## src/verilog/ras_error_record_syndrome_params.svh

```systemverilog
// Purpose: constants for the error record syndrome block
// Assumes: one error node, record selector zero selects it
// Notes: field positions, codes and reset values live here; select codes and location layout live in the package
//
// Behaviour
// - control bit 0 switches detection and correction
// - feature register is constant read-only 0xA9A2
// - timestamp, critical, injection, postponed irq fields zero
// - overwrite policy 0; overflow raises status flag
// - repeat and other counters both implemented
// - counter width field advertises 8-bit counter
// - three irq fields report enable controls present
// - in-band abort field reads 0b01
// - postpone field zero, detect field 0b10
// - other overflow bit 47 is sticky
// - other counter counts non-matching corrected errors
// - repeat overflow bit 39 is sticky
// - repeat counts first capture and matching errors
// - fault irq when enabled and overflow set
// - location fields need software init before use
// - way field masked per source structure
// - subbank kept only for instruction data errors
// - bank kept for instruction data, mop, level-2
// - word position holds word or doubleword 0-7
// - data tag word position holds bank 0/1
// - coherent slave word position holds error kind
// - bits 18:6 hold failing set index
// - bits 3:0 one-hot detecting unit
// - upper half resets zero, lower half not
// - control bit 8 enables overflow fault irq
`ifndef RAS_ERROR_RECORD_SYNDROME_PARAMS_SVH
`define RAS_ERROR_RECORD_SYNDROME_PARAMS_SVH

// feature register fields and full value
`define FEAT_TS        2'h0
`define FEAT_CI        2'h0
`define FEAT_INJ       2'h0
`define FEAT_CEO       2'h0
`define FEAT_DUI       2'h0
`define FEAT_RP        1'h1
`define FEAT_CEC       3'h2
`define FEAT_CFI       2'h2
`define FEAT_UE        2'h1
`define FEAT_FI        2'h2
`define FEAT_UI        2'h2
`define FEAT_DE        2'h0
`define FEAT_ED        2'h2
`define FEAT_RSVD_W    38
`define FEAT_ID_RESET  64'h0000_0000_0000_A9A2

// control register bits
`define CTL_DETECT_BIT 0
`define CTL_UI_BIT     2
`define CTL_FI_BIT     3
`define CTL_CFI_BIT    8

// syndrome register upper half
`define SYN_OFO_BIT    47
`define SYN_OTH_MSB    46
`define SYN_OTH_LSB    40
`define SYN_OFR_BIT    39
`define SYN_REP_MSB    38
`define SYN_REP_LSB    32
`define SYN_LOC_MSB    31
`define SYN_RSVD_W     16
`define CNT_W          7
`define UPPER_RESET    32'h0000_0000

// detecting unit codes, one-hot
`define UNIT_L1I       4'h1
`define UNIT_TLB       4'h2
`define UNIT_L1D       4'h4
`define UNIT_L2        4'h8

// array codes per unit
`define ARR_L1I_TAG    2'h0
`define ARR_L1I_DATA   2'h1
`define ARR_L1D_DATA   2'h2
`define ARR_L2_TAG     2'h0
`define ARR_L2_CHI     2'h3

`endif

```

## src/verilog/ras_error_record_syndrome_pkg.sv

```systemverilog
// Purpose: shared types for the error record syndrome block
// Assumes: constants come from the params header
// Notes: location layout mirrors syndrome bits 31:0
package ras_error_record_syndrome_pkg;

    // register selected by a system register access
    typedef enum logic [1:0] {
        SEL_CONTROL  = 2'h0,
        SEL_FEATURE  = 2'h1,
        SEL_SYNDROME = 2'h2
    } reg_sel_t;

    // one system register request
    typedef struct packed {
        logic        req;
        logic        write;
        reg_sel_t    sel;
        logic [63:0] wdata;
    } reg_req_t;

    // failing RAM location, bits 31:0 of the syndrome
    typedef struct packed {
        logic [3:0]  way;
        logic [1:0]  rsvd;
        logic        subbank;
        logic [1:0]  bank;
        logic [3:0]  wordPos;
        logic [12:0] index;
        logic [1:0]  array;
        logic [3:0]  unit;
    } location_t;

endpackage

```

## src/verilog/ras_error_record_syndrome.sv

```systemverilog
// Purpose: error record control, feature and syndrome registers
// Assumes: requests and error reports are on the mclk domain
// Notes: one access per request, answered on the next edge
`timescale 1ns/1ps
`include "ras_error_record_syndrome_params.svh"

module ras_error_record_syndrome #(
    parameter int SEL_W = 16
) (
    // clock and reset
    input  wire logic                                 mclk,
    input  wire logic                                 rst_n,
    // system register access
    input  wire ras_error_record_syndrome_pkg::reg_req_t  regReq,
    input  wire logic [SEL_W-1:0]                     recordSelector,
    output logic                                      regAck,
    output logic [63:0]                               regRdata,
    // corrected error reports from the caches
    input  wire logic                                 ceValid,
    input  wire ras_error_record_syndrome_pkg::location_t ceLoc,
    // controls and interrupt towards the core
    output logic                                      detectEnable,
    output logic                                      faultIrqEnable,
    output logic                                      recoveryIrqEnable,
    output logic                                      faultIrq,
    output logic                                      statusOverflowSet
);

    // constant feature word, built field by field
    localparam logic [63:0] FEATURE_ID = {
        {`FEAT_RSVD_W{1'b0}}, `FEAT_TS, `FEAT_CI, `FEAT_INJ,
        `FEAT_CEO, `FEAT_DUI, `FEAT_RP, `FEAT_CEC, `FEAT_CFI,
        `FEAT_UE, `FEAT_FI, `FEAT_UI, `FEAT_DE, `FEAT_ED
    };

    logic rstMeta_q;
    logic rstSync_q;
    logic selHit;
    logic acc;
    logic ctlWr;
    logic synWr;
    logic detect_q;
    logic ui_q;
    logic fi_q;
    logic cfi_q;
    logic evt;
    logic sameSyn;
    logic bumpRep;
    logic bumpOth;
    logic capture;
    logic recValid_q;
    logic [`CNT_W-1:0] repCnt_q;
    logic [`CNT_W-1:0] othCnt_q;
    logic [`CNT_W-1:0] repBase;
    logic [`CNT_W-1:0] othBase;
    logic [`CNT_W:0]   repSum;
    logic [`CNT_W:0]   othSum;
    logic ofr_q;
    logic ofo_q;
    logic ofrBase;
    logic ofoBase;
    logic ovfPulse_q;
    logic ack_q;
    logic [63:0] rdata_q;
    ras_error_record_syndrome_pkg::location_t cleanLoc;
    ras_error_record_syndrome_pkg::location_t recLoc_q;

    // unused bits of the location are forced to zero per source
    function automatic ras_error_record_syndrome_pkg::location_t cleanLocation(
        input ras_error_record_syndrome_pkg::location_t in
    );
        ras_error_record_syndrome_pkg::location_t o;
        o       = '0;
        o.index = in.index;
        o.array = in.array;
        o.unit  = in.unit;
        case (in.unit)
            `UNIT_L1I: begin
                o.way = {2'h0, in.way[1:0]};
                if (in.array == `ARR_L1I_DATA) begin
                    o.subbank = in.subbank;
                end
                if (in.array != `ARR_L1I_TAG) begin
                    o.bank = in.bank;
                end
            end
            `UNIT_TLB: begin
                o.way = {1'b0, in.way[2:0]};
            end
            `UNIT_L1D: begin
                o.way = {2'h0, in.way[1:0]};
                if (in.array == `ARR_L1D_DATA) begin
                    o.wordPos = {1'b0, in.wordPos[2:0]};
                end else begin
                    o.wordPos = {3'h0, in.wordPos[0]};
                end
            end
            `UNIT_L2: begin
                o.bank = in.bank;
                if (in.array == `ARR_L2_TAG) begin
                    o.way = {1'b0, in.way[2:0]};
                end else if (in.array == `ARR_L2_CHI) begin
                    o.wordPos = {3'h0, in.wordPos[0]};
                end else begin
                    o.wordPos = {1'b0, in.wordPos[2:0]};
                end
            end
            default: begin
                o.way = '0; // not one-hot: keep index and codes only
            end
        endcase
        return o;
    endfunction

    // reset release through two flops, assertion stays asynchronous
    always_ff @(posedge mclk or negedge rst_n) begin
        if (!rst_n) begin
            rstMeta_q <= 1'b0;
            rstSync_q <= 1'b0;
        end else begin
            rstMeta_q <= 1'b1;
            rstSync_q <= rstMeta_q;
        end
    end

    // access decode: only record zero is implemented here
    assign selHit = (recordSelector == '0);
    assign acc    = regReq.req & selHit;
    assign ctlWr  = acc & regReq.write
                  & (regReq.sel == ras_error_record_syndrome_pkg::SEL_CONTROL);
    assign synWr  = acc & regReq.write
                  & (regReq.sel == ras_error_record_syndrome_pkg::SEL_SYNDROME);

    // control register: reset to off so nothing fires before setup
    always_ff @(posedge mclk or negedge rstSync_q) begin
        if (!rstSync_q) begin
            detect_q <= 1'b0;
            ui_q     <= 1'b0;
            fi_q     <= 1'b0;
            cfi_q    <= 1'b0;
        end else if (ctlWr) begin
            detect_q <= regReq.wdata[`CTL_DETECT_BIT];
            ui_q     <= regReq.wdata[`CTL_UI_BIT];
            fi_q     <= regReq.wdata[`CTL_FI_BIT];
            cfi_q    <= regReq.wdata[`CTL_CFI_BIT];
        end
    end

    assign detectEnable      = detect_q;
    assign faultIrqEnable    = fi_q;
    assign recoveryIrqEnable = ui_q;

    // classify each corrected error against the recorded syndrome
    assign evt      = ceValid & detect_q;
    assign cleanLoc = cleanLocation(ceLoc);
    assign sameSyn  = recValid_q & (cleanLoc == recLoc_q);
    assign capture  = evt & ~recValid_q;
    assign bumpRep  = evt & (~recValid_q | sameSyn);
    assign bumpOth  = evt & recValid_q & ~sameSyn;

    // a software write sets the base, a same-cycle event still counts
    assign repBase = synWr ? regReq.wdata[`SYN_REP_MSB:`SYN_REP_LSB] : repCnt_q;
    assign othBase = synWr ? regReq.wdata[`SYN_OTH_MSB:`SYN_OTH_LSB] : othCnt_q;
    assign ofrBase = synWr ? regReq.wdata[`SYN_OFR_BIT] : ofr_q;
    assign ofoBase = synWr ? regReq.wdata[`SYN_OFO_BIT] : ofo_q;
    assign repSum  = {1'b0, repBase} + {{`CNT_W{1'b0}}, bumpRep};
    assign othSum  = {1'b0, othBase} + {{`CNT_W{1'b0}}, bumpOth};

    // counters and sticky flags; the carry out sets the sticky flag
    always_ff @(posedge mclk or negedge rstSync_q) begin
        if (!rstSync_q) begin
            repCnt_q <= '0;
            othCnt_q <= '0;
            ofr_q    <= 1'b0;
            ofo_q    <= 1'b0;
        end else begin
            repCnt_q <= repSum[`CNT_W-1:0];
            othCnt_q <= othSum[`CNT_W-1:0];
            ofr_q    <= ofrBase | repSum[`CNT_W];
            ofo_q    <= ofoBase | othSum[`CNT_W];
        end
    end

    // status overflow notice, one pulse per wrap
    always_ff @(posedge mclk or negedge rstSync_q) begin
        if (!rstSync_q) begin
            ovfPulse_q <= 1'b0;
        end else begin
            ovfPulse_q <= repSum[`CNT_W] | othSum[`CNT_W];
        end
    end

    assign statusOverflowSet = ovfPulse_q;

    // record-held flag; a software write re-arms the first capture
    always_ff @(posedge mclk or negedge rstSync_q) begin
        if (!rstSync_q) begin
            recValid_q <= 1'b0;
        end else if (capture) begin
            recValid_q <= 1'b1;
        end else if (synWr) begin
            recValid_q <= 1'b0;
        end
    end

    // lower half has no reset, so no reset term here
    always_ff @(posedge mclk) begin
        if (capture) begin
            recLoc_q <= cleanLoc;
        end else if (synWr) begin
            recLoc_q <= regReq.wdata[`SYN_LOC_MSB:0];
        end
    end

    // overflow interrupt holds while enabled and a sticky bit is set
    assign faultIrq = cfi_q & (ofr_q | ofo_q);

    // answer every request; another record reads as zero
    always_ff @(posedge mclk or negedge rstSync_q) begin
        if (!rstSync_q) begin
            ack_q   <= 1'b0;
            rdata_q <= '0;
        end else begin
            ack_q <= regReq.req;
            if (acc && !regReq.write) begin
                case (regReq.sel)
                    ras_error_record_syndrome_pkg::SEL_CONTROL: begin
                        rdata_q <= '0;
                        rdata_q[`CTL_DETECT_BIT] <= detect_q;
                        rdata_q[`CTL_UI_BIT]     <= ui_q;
                        rdata_q[`CTL_FI_BIT]     <= fi_q;
                        rdata_q[`CTL_CFI_BIT]    <= cfi_q;
                    end
                    ras_error_record_syndrome_pkg::SEL_FEATURE: begin
                        rdata_q <= FEATURE_ID;
                    end
                    ras_error_record_syndrome_pkg::SEL_SYNDROME: begin
                        rdata_q <= {{`SYN_RSVD_W{1'b0}}, ofo_q, othCnt_q,
                                    ofr_q, repCnt_q, recLoc_q};
                    end
                    default: begin
                        rdata_q <= '0;
                    end
                endcase
            end else begin
                rdata_q <= '0;
            end
        end
    end

    assign regAck   = ack_q;
    assign regRdata = rdata_q;
endmodule // ras_error_record_syndrome

```

## config.mk

```make
export PLATFORM = sky130hd
export DESIGN_NAME = ras_error_record_syndrome
export DESIGN_NICKNAME = d
export VERILOG_FILES = /design/src/verilog/ras_error_record_syndrome_pkg.sv /design/src/verilog/ras_error_record_syndrome.sv
export VERILOG_INCLUDE_DIRS = /design/src /design/src/verilog
export SDC_FILE = /design/constraint.sdc
export NUM_CORES = 1
export LEC_CHECK = 0
export ABC_AREA = 1
export BUFFER_PORTS_ARGS = -buffer_cell sky130_fd_sc_hd__buf_2
export CORE_ASPECT_RATIO = 1.2
export CORE_MARGIN = 1
export CORE_UTILIZATION = 46
export DETAILED_ROUTE_END_ITERATION = 12
export GPL_TIMING_DRIVEN = 0
export PLACE_DENSITY = 0.77
export SYNTH_ARGS = -nofsm -noshare
export SYNTH_HDL_FRONTEND = slang
export SYNTH_SLANG_ARGS = --single-unit
```

## constraint.sdc

```tcl
create_clock -name mclk -period 2.2 [get_ports mclk]
set_input_delay 0.22 -clock mclk [delete_from_list [all_inputs] [get_ports mclk]]
set_output_delay 0.22 -clock mclk [all_outputs]
set_load 0.02 [all_outputs]
```

# Word level (Yosys, flattened, before mapping)
# Cells that the tools add are included.
word_totals:
  register_bits: 121
  latchBits: 0
  ram_bits: 0
  romBits: 0
  in_bits: 119
  wordCells: 80
  n_memories: 0
op_classes:
  n_addsub: 2
  mul: 0
  div: 0
  order_cmp: 0
  eq_ne: 10
  n_shift: 0
  mux: 20
  bitwise: 18
  reduce_logical: 8
op_table:
  columns: ["cell", "n"]
  rows:
  - ["one-hot mux 48 bit (3 select lines)", 1]
  - ["2-to-1 mux 32 bit", 2]
  - ["2-to-1 mux 64 bit", 1]
  - ["equality test 32 bit", 1]
  - ["adder 7 x 1 -> 8 bit", 2]
  - ["zero test 16 bit", 1]
  - ["2-to-1 mux 7 bit", 2]
  - ["AND 1 bit", 11]
  - ["2-to-1 mux 3 bit", 3]
  - ["one-hot mux 3 bit (3 select lines)", 1]
  - ["one-hot mux 4 bit (2 select lines)", 1]
  - ["equality test 2 bit (second input constant)", 3]
  - ["2-to-1 mux 1 bit", 6]
  - ["bitwise OR 1 bit", 5]
  - ["equality test 2 x 1 -> 1 bit (second input constant)", 2]
  - ["equality test 4 x 1 -> 1 bit (second input constant)", 1]
  - ["equality test 4 x 2 -> 1 bit (second input constant)", 1]
  - ["equality test 4 x 3 -> 1 bit (second input constant)", 1]
  - ["equality test 4 bit (second input constant)", 1]
  - ["zero test 2 bit", 2]
  - ["2-to-1 mux 4 bit", 1]
  - ["one-hot mux 2 bit (2 select lines)", 1]
  - ["nonzero test 2 bit", 2]
  - ["2-to-1 mux 2 bit", 1]
  - ["other kinds (4)", 5]

# Logic depth before layout (Yosys ltp)
# Gate-level depths: netlist of the first run.
depth:
  depth_word: 10
  depth_mapped: 21

# Worst setup path after synthesis of the first run
# No wires, ideal clock.
synth_path:
  kind: "register -> register"
  start: "register detect_q (netlist: detectEnable)"
  end: "register recLoc_q[0] (netlist bit) (enable)"
  setup_ns: 0.387
  arrival_time_ns: 1.908
  t_required_ns: 1.813
  setup_slack_ns: -0.095
  stages_incl_launch_ff: 6
  period_less_slack_ns: 2.295
  path_cell_list: "dfrtp_1 > nand2_1 > nor2_1 > inv_2 > clkbuf_1 > nand2_1"
synth_between:
  elab_chain_len: 3
synth_rtl:
  columns: ["item", "line_no", "text"]
  rows:
  - ["from (decl)", "ras_error_record_syndrome.sv:42", "logic detect_q;"]
  - ["from (signal assigned)", "ras_error_record_syndrome.sv:142", "detect_q <= regReq.wdata[`CTL_DETECT_BIT];"]
  - ["AND 1 bit", "ras_error_record_syndrome.sv:154", "assign evt = ceValid & detect_q;"]
  - ["AND 1 bit", "ras_error_record_syndrome.sv:157", "assign capture = evt & ~recValid_q;"]
  - ["nonzero test 2 bit (no source line)", null, null]
  - ["to (signal assigned)", "ras_error_record_syndrome.sv:209", "recLoc_q <= cleanLoc;"]
  - ["to (signal assigned)", "ras_error_record_syndrome.sv:211", "recLoc_q <= regReq.wdata[`SYN_LOC_MSB:0];"]
  - ["to (decl)", "ras_error_record_syndrome.sv:66", "ras_error_record_syndrome_pkg::location_t recLoc_q;"]
# No other way between the ends.
# A chain may end at the register's enable or synchronous reset.

# Final worst setup path of the first run
layout_path:
  start: "register recLoc_q[17] (netlist bit)"
  end: "register ovfPulse_q (netlist: statusOverflowSet)"
layout_between:
  elab_chain_len: 6
  elab_cells_between_ends: 9
  cone_classes: "2 x add/sub; 1 x eq/ne; 6 x bitwise"
layout_rtl:
  columns: ["item", "line_no", "text"]
  rows:
  - ["equality test 32 bit (*)", "ras_error_record_syndrome.sv:156", "assign sameSyn = recValid_q & (cleanLoc == recLoc_q);"]
  - ["AND 1 bit (*)", "ras_error_record_syndrome.sv:156", null]
  - ["bitwise OR 1 bit or NOT 1 bit (tied branches)", "ras_error_record_syndrome.sv:158, ras_error_record_syndrome.sv:159", null]
  - ["AND 1 bit (on tied branches)", "ras_error_record_syndrome.sv:158, ras_error_record_syndrome.sv:159", null]
  - ["adder 7 x 1 -> 8 bit (on tied branches)", "ras_error_record_syndrome.sv:166, ras_error_record_syndrome.sv:167", null]
  - ["bitwise OR 1 bit (*)", "ras_error_record_syndrome.sv:189", "ovfPulse_q <= repSum[`CNT_W] | othSum[`CNT_W];"]
  - ["to (signal assigned)", "ras_error_record_syndrome.sv:189", null]
  - ["to (decl)", "ras_error_record_syndrome.sv:62", "logic ovfPulse_q;"]
# Mark *: on every way between the ends. The rest lies on a longest branch, timed or not.

==> impl_results.md, run 1 <==
* Status: finished, violations left
* Failing checks: setup timing
* Port Buffers at 151
* CTS Buf Count at 9
* CTS root buffer: clkbuf_16
* Syn Area/Cell at 8.26 sq um
* Most frequent CP cell: nand2_1
* Critical-path top delay cell: edfxtp_1
* Multi-input logic area at 2350 sq um
* Maxcap violations at 0
* Switching power at 896 uW
* CP endpoint: statusOverflowSet
* CTS sink count at 105
* Worst path max stage delay at 0.40 ns
* Flop-to-flop setup slack at -0.12 ns
* Die X at 101 microns
* Initial core utilization at 48.1%
* Cell Area, Synth at 5390 sq um
* Critical path capture point type: flip-flop
* Reg2Reg Depth at 17
* Layout Skew at 0.00879 ns
* Final setup viols at 18
* Routability Congestion at 0.969
* CP Class: reg -> reg
* Unrepaired setup endpoints after global routing: true
* Final Hold Viols at 0
* Pre-antenna DRT Iters at 5
* Top Ports at 189
* CP Launch Point: recLoc_q[17]
* Synth area leaders: dfrtp_1, edfxtp_1, nand2_1
* EDFF count, synth at 30
* Initial antenna violation count at 0
* Antenna diode count at 0
* Wire length per cell at 14.9 microns
* Clk pwr share at 41.0%
* Post-Synthesis Cells at 652
* Synth top area share at 33.9%
* Rows at 42
* Routed WL at 14900 microns
* Data required, critical path at 2.43 ns
* HPWL Detailed at 11000 microns
* Layout cells sized above 1 at 30.1%
* Core box area at 11200 sq um
* Vias after detailed routing at 4932
* Power Internal at 3.04 mW
* Min-delay worst type: reg -> async
* Synth Register Bits at 105
* Crit path time final at 2.32 ns
* Area growth syn-to-layout at 29.5%
* Die Height at 121 microns
* Total Routing Usage GR at 25.3%
* CP delay by family, top: simple AND/OR/NAND/NOR gates
* Max frequency at 0.430 GHz
* Synth Warn # at 0
* Most common cell after layout, fill and taps aside: nand2_1
* Sequential Power Share at 50.9%
* CTS clk-pin slew, worst paths at 0.07 ns
* Static Leak at 3.53 nW
* Synth unique cells at 34
* Seq/Total Area, Yosys at 51.4%
* Commonest cells after routing, fill and taps aside: nand2_1, buf_2, dfrtp_1, inv_1, nand3_1
* Stages on the worst setup path at 17
* FF/Latch Area at 2770 sq um
* Drt drc at 0
* CP Buf/Inv Count at 2
* Pre-CTS WS at -0.488 ns
* CP Cell Sequence: nand2_1 -> nand4_1 -> nor2_1 -> nand2_1 -> nor2_1 -> nand3_1 -> nor2_1 -> nand2_1 -> buf_4 -> nand2_4 -> nor2_4 -> ha_4 -> buf_4 -> nand3_4 -> nor2_4 -> nand2_2 -> nand2_1
* Area post-placement at 6420 sq um
* PwrDens at 564 nW/um^2
* Slew headroom at 55.5%
* Setup crit start kind: flip-flop
* Vias in the first global route at 4835
* Worst setup margin at -0.123 ns
* Hold slack at 0.119 ns
* Worst-Skew Late Latency at 0.35 ns
* Combinational share of power at 8.1%
* Die area at 12100 sq um
* Fin area at 6980 sq um
* Net Sw Frac at 22.8%
* DRT iter0 DRCs at 276
* H-tree Lvls at 3
* Critical Path AT at 2.55 ns
* Synth Flop Type: dfrtp_1
* Async set-or-reset flop fraction in the synthesized netlist at 69.5%
* Clk buf depth at 2
* Measured slew at the worst slew-check pin at 0.668 ns
* Tcrit/Tclk final at 106%
* Grt ovf at 0
* CTS tree: done
* Reg-to-reg endpoint: statusOverflowSet
* Synth area leader: dfrtp_1
* First-pass GRT wire length at 23100 microns
* Peak VDD IR at 0.000357 V
* Routed vias/inst at 4.94
* Final core occ at 62.3%
* Largest net degree at the start of global routing at 71
* # nets final at 962
* Final Max Slew Viols at 0
* FF-to-FF Start: recLoc_q[17]
* Post-route ant nets at 0
* Fillcell total at 985
* CP max FO at 4
==> cell usage after synthesis, types with 5 or more instances <==
| cell | number |
|---|---|
| a21oi_1 | 13 |
| buf_4 | 18 |
| clkbuf_1 | 10 |
| dfrtp_1 | 73 |
| edfxtp_1 | 30 |
| inv_1 | 70 |
| nand2_1 | 190 |
| nand3_1 | 52 |
| nand3b_1 | 5 |
| nand4_1 | 10 |
| nor2_1 | 49 |
| nor2_2 | 9 |
| nor2_4 | 5 |
| nor3_1 | 33 |
| o21ai_0 | 36 |
| xnor2_1 | 13 |
==> per-stage QoR <==
stage	std cells	power (mW)	TNS, ns
after floorplan	667	2.20	0
after global placement	972	2.34	-76.30
after detailed placement	973	2.35	-18.86
after CTS	995	3.96	-0.395
after global routing	998	4.06	-6.20
final	998	3.94	-0.863
==> area by class of cell <==
cell class	instances	area share, %
repair buffers	161	12.4
flip-flops and latches	105	39.7
plain buffers	37	3.35
multi-input cells	454	33.7
inverters	71	3.87
clock buffers	11	3.48
clock inverters	5	0.789
well taps	154	2.76
==> kinds of logic after synthesis <==
group,Yosys count,synth area share [%]
AO/OA/AOI/OAI,54,5.23
AND/OR/NAND/NOR,363,30.3
adder cells (fa/ha/maj),4,0.929
multiplexers,3,0.627
flip-flops,105,51.4
buffers and inverters,108,9.29
XOR/XNOR,13,2.11
other,2,0.139
==> repair_timing <==
item                                   in CTS  in global routing
setup endpoints to repair                  37                 43
pin swaps                                  14                 14
endpoints found under the hold margin       3                  0
resized for setup                          21                 21
hold buffers                                2                  0
setup buffers                               4                  3
==> registers in the layout (all words and copies together) (netlist names) <==
signal / cells
rstMeta_q: 1
repCnt_q: 7
detectEnable: 1
recValid_q: 1
statusOverflowSet: 1
regRdata: 48
recoveryIrqEnable: 1
regAck: 1
ofo_q: 1
ofr_q: 1
cfi_q: 1
recLoc_q: 32
othCnt_q: 7
rstSync_q: 1
faultIrqEnable: 1
==> worst min path at each step <==
stage               startpoint           to  slack (ns)
detailed placement       rst_n    rstMeta_q       0.009
global route         rstSync_q  regRdata[9]        0.12
global placement         rst_n    rstMeta_q       0.006
CTS                  rstSync_q  regRdata[9]        0.12
finish               rstSync_q  regRdata[9]        0.12
floorplan                rst_n    rstMeta_q       -0.08
==> routing by layer <==
metal | global-route usage, % | vias to the layer above | part of all wire [%]
li1 | - | 2435 | -
met1 | 31.2 | 2274 | 40
met2 | 43.3 | 193 | 50
met3 | 4.34 | 30 | 6.5
met4 | 10.9 | 0 | 3.2
met5 | 0 | - | 0
==> power groups by stage <==
stage / sequential (mW) / combinational, mW / clock (mW)
6_report: 2.00 / 0.319 / 1.62
5_1_grt: 2.00 / 0.351 / 1.71
4_1_cts: 2.00 / 0.317 / 1.64
3_5_place_dp: 2.04 / 0.311 / 0
3_3_place_gp: 2.06 / 0.278 / 0
2_1_floorplan: 2.06 / 0.142 / 0
Note: power is estimated with default switching activity, not from simulation.
==> inputs of run 2 (changes only) <==
- ABC_AREA: 1 -> unset
- CORE_UTILIZATION: 46 -> 45
- PLACE_DENSITY: 0.77 -> 0.83
==> impl_results.md, run 2 <==
* Hold slack at 0.0963 ns (was 0.119 ns)
* Worst path max stage delay at 0.44 ns (was 0.40 ns)
* H-tree Lvls at 3 (unchanged)
* Die Height at 119 microns (was 121 microns)
* Routed WL at 13500 microns (was 14900 microns)
* Commonest cells after routing, fill and taps aside: buf_2, dfrtp_1, nand2_1, and2_1, nand3_1 (was nand2_1, buf_2, dfrtp_1, inv_1, nand3_1)
* Dpl cells at 802 (was 973)
* CTS root buffer: clkbuf_16 (unchanged)
* Grt ovf at 0 (unchanged)
* First-pass GRT wire length at 21300 microns (was 23100 microns)
* Final setup viols at 15 (was 18)
* Async set-or-reset flop fraction in the synthesized netlist at 69.5% (unchanged)
* CP Buf/Inv Count at 1 (was 2)
* Mux cell area share after synthesis at 3.87% (was 0.627%)
* PwrDens at 576 nW/um^2 (was 564 nW/um^2)
* Initial core utilization at 46.7% (was 48.1%)
* Flop-to-flop setup slack at -0.55 ns (was -0.12 ns)
* Area post-placement at 6300 sq um (was 6420 sq um)
* Fin area at 6810 sq um (was 6980 sq um)
* Synth Flop Type: dfrtp_1 (unchanged)
* Critical-path top delay cell: edfxtp_1 (unchanged)
* DRT iter0 DRCs at 150 (was 276)
* Unrepaired setup endpoints after global routing: true (unchanged)
* Antenna diode count at 0 (unchanged)
* # nets final at 794 (was 962)
* CTS Buf Count at 9 (unchanged)
* Final Max Slew Viols at 0 (unchanged)
* Layout Skew at 0.00788 ns (was 0.00879 ns)
* Initial antenna violation count at 0 (unchanged)
* Final Hold Viols at 0 (unchanged)
* Die X at 99.9 microns (was 101 microns)
* Failing checks: setup timing (unchanged)
* Synth unique cells at 57 (was 34)
* Port Buffers at 149 (was 151)
* CP Cell Sequence: xnor2_2 -> nand4_1 -> a2111oi_2 -> nand3_1 -> and4b_2 -> a41o_1 -> ha_4 -> buf_4 -> and3_4 -> nand3_2 -> xor2_1 -> a21oi_1 (was nand2_1 -> nand4_1 -> nor2_1 -> nand2_1 -> nor2_1 -> nand3_1 -> nor2_1 -> nand2_1 -> buf_4 -> nand2_4 -> nor2_4 -> ha_4 -> buf_4 -> nand3_4 -> nor2_4 -> nand2_2 -> nand2_1)
* Critical path capture point type: flip-flop (unchanged)
* Synth area leader: dfrtp_1 (unchanged)
* Die area at 11900 sq um (was 12100 sq um)
* Total negative slack at -5.92 ns (was -0.863 ns)
* Cell Area, Synth at 5170 sq um (was 5390 sq um)
* Synth top area share at 35.3% (was 33.9%)
* Area growth syn-to-layout at 31.5% (was 29.5%)
* Largest family of logic cells by synthesized area: simple AND/OR/NAND/NOR gates (unchanged)
* Tcrit/Tclk final at 125% (was 106%)
* Maxcap violations at 0 (unchanged)
* Worst hold path endpoint: ofo_q
* Final core occ at 61.4% (was 62.3%)
* Total Routing Usage GR at 23.6% (was 25.3%)
* Synth Area in Adders at 0.967% (was 0.929%)
* CP max FO at 3 (was 4)
* Commonest cells in the netlist: dfrtp_1, nand2_1, and2_1, nand3_1, edfxtp_1 (was nand2_1, dfrtp_1, inv_1)
* Worst-Skew Late Latency at 0.35 ns (about the same)
* Pre-CTS WS at -0.737 ns (was -0.488 ns)
* Static Leak at 3.27 nW (was 3.53 nW)
* CTS sink count at 105 (unchanged)
* Min-Delay Startpoint: regReq[47]
* Max frequency at 0.364 GHz (was 0.430 GHz)
* Pre-antenna DRT Iters at 4 (was 5)
* Fillcell total at 936 (was 985)
* Max reg flops at 48 (unchanged)
* Top-count cell post-synth: dfrtp_1 (was nand2_1)
* Compound-Gate Fraction of Synth Area at 6.46% (was 5.23%)
* FF/Latch Area at 2770 sq um (unchanged)
* Synth area leaders: dfrtp_1, edfxtp_1, xnor2_1 (was dfrtp_1, edfxtp_1, nand2_1)
* Post-route ant nets at 0 (unchanged)
* Routability Congestion at 0.891 (was 0.969)
* Data required, critical path at 2.46 ns (was 2.43 ns)
* CTS tree: done (unchanged)
* Final std cells w/o fill at 830 (was 998)
* Hold Path Stages at 3
* CP Class: reg -> reg (unchanged)
* Post-Synth Simple-Gate Area at 23.1% (was 30.3%)
* Wire length per cell at 16.2 microns (was 14.9 microns)
* Post-Synthesis Cells at 484 (was 652)
* CP delay by family, top: simple AND/OR/NAND/NOR gates (unchanged)
* Peak VDD IR at 0.000360 V (was 0.000357 V)
* Synth Warn # at 0 (unchanged)
* Measured slew at the worst slew-check pin at 0.941 ns (was 0.668 ns)
* Reg2Reg Depth at 12 (was 17)
* Top Ports at 189 (unchanged)
* CTS clk-pin slew, worst paths at 0.07 ns (about the same)
* Total design power at 3.92 mW (was 3.94 mW)
* Routed vias/inst at 5.08 (was 4.94)
* Post-Synth XOR/XNOR Area at 6.77% (was 2.11%)
* Vias in the first global route at 4318 (was 4835)
* Min-delay worst type: in -> reg (was reg -> async)
* Largest net degree at the start of global routing at 72 (was 71)
* Crit path time final at 2.75 ns (was 2.32 ns)
* EDFF count, synth at 30 (unchanged)
* Slew headroom at 37.3% (was 55.5%)
* Seq/Total Area, Yosys at 53.5% (was 51.4%)
* Syn Area/Cell at 10.7 sq um (was 8.26 sq um)
* Setup crit start kind: flip-flop (unchanged)
* Vias after detailed routing at 4219 (was 4932)
* Rows at 42 (unchanged)
* Most common cell after layout, fill and taps aside: buf_2 (was nand2_1)
* Core box area at 11100 sq um (was 11200 sq um)
* Status: finished, violations left (unchanged)
* Layout cells sized above 1 at 37.4% (was 30.1%)
* Synth Register Bits at 105 (unchanged)
* Clk buf depth at 2 (unchanged)
* Multi-input logic area at 2430 sq um (was 2350 sq um)
* Critical Path AT at 3.01 ns (was 2.55 ns)
* FF-to-FF Start: recLoc_q[14] (was recLoc_q[17])
* Reg-to-reg endpoint: repCnt_q[5] (was statusOverflowSet)
* Drt drc at 0 (unchanged)
* Worst setup margin at -0.548 ns (was -0.123 ns)
* HPWL Detailed at 9990 microns (was 11000 microns)
==> run 2: cell types whose count changed in the layout (fill, tap and decap cells not counted), sizes merged, moves of 7 or more <==
cell	change
nand2	-132
inv	-65
and2	+38
nor2	-35
o21ai	-29
nor3	-23
xnor2	+16
nand3	-15
mux2i	+11
xor2	+11
nor2b	+8
nor4	+8
and3	+7
==> run 2: what timing repair did <==
item                                    CTS  global route
setup buffers                             7             3
endpoints found under the hold margin     3             0
resized for setup                        11             9
endpoints found under the setup margin   47            17
hold buffers                              2             0
pin swaps                                19            15
==> run 2: power breakdown <==
part           internal, mW  switching, mW  total, mW
registers              2.00         0.0256       2.02
logic                 0.136          0.155      0.291
clock network         0.880          0.727       1.61
==> run 2: logic make-up after synthesis <==
| logic type | count (synthesis) |
|---|---|
| buf+inv | 43 |
| simple gates | 221 |
| mux | 19 |
| fa+ha+maj | 4 |
| xor+xnor | 40 |
| compound gates | 50 |
| other cells | 2 |
| flops | 105 |
==> run 2: layer usage <==
metal / global-route usage (%) / share of wire, % / vias to the layer above
met2: 40.9 / 53 / 153
met3: 4.05 / 5.6 / 29
met5: 0 / 0 / -
li1: - / - / 2019
met1: 27.8 / 39 / 2018
met4: 11.6 / 2.7 / 0
==> run 2: worst max-delay path by stage <==
stage	startpoint	to	cells after the start
finish	recLoc_q[14]	repCnt_q[5]	12
global route	recLoc_q[14]	repCnt_q[6]	13
CTS	recLoc_q[17]	repCnt_q[6]	13
detailed placement	recLoc_q[22]	repCnt_q[6]	13
global placement	recLoc_q[22]	repCnt_q[6]	13
floorplan	recLoc_q[7]	repCnt_q[6]	13
==> run 2: worst reg2reg max path: cells and delay by family, from the launching register on <==
kind	cells	cell delay, ns
AO/OA/AOI/OAI	3	0.75
XOR/XNOR	2	0.33
adder cells (fa/ha/maj)	1	0.17
buffers and inverters	1	0.11
flip-flops	1	0.44
AND/OR/NAND/NOR	5	0.86
==> run 2: final cells by class <==
| type | instances | area share (%) |
|---|---|---|
| plain buffers | 38 | 3.81 |
| clock buffers | 9 | 3.31 |
| clock inverters | 7 | 1.05 |
| inverters | 5 | 0.276 |
| multi-input cells | 351 | 35.7 |
| flip-flops and latches | 105 | 40.7 |
| well taps | 154 | 2.83 |
| repair buffers | 161 | 12.4 |
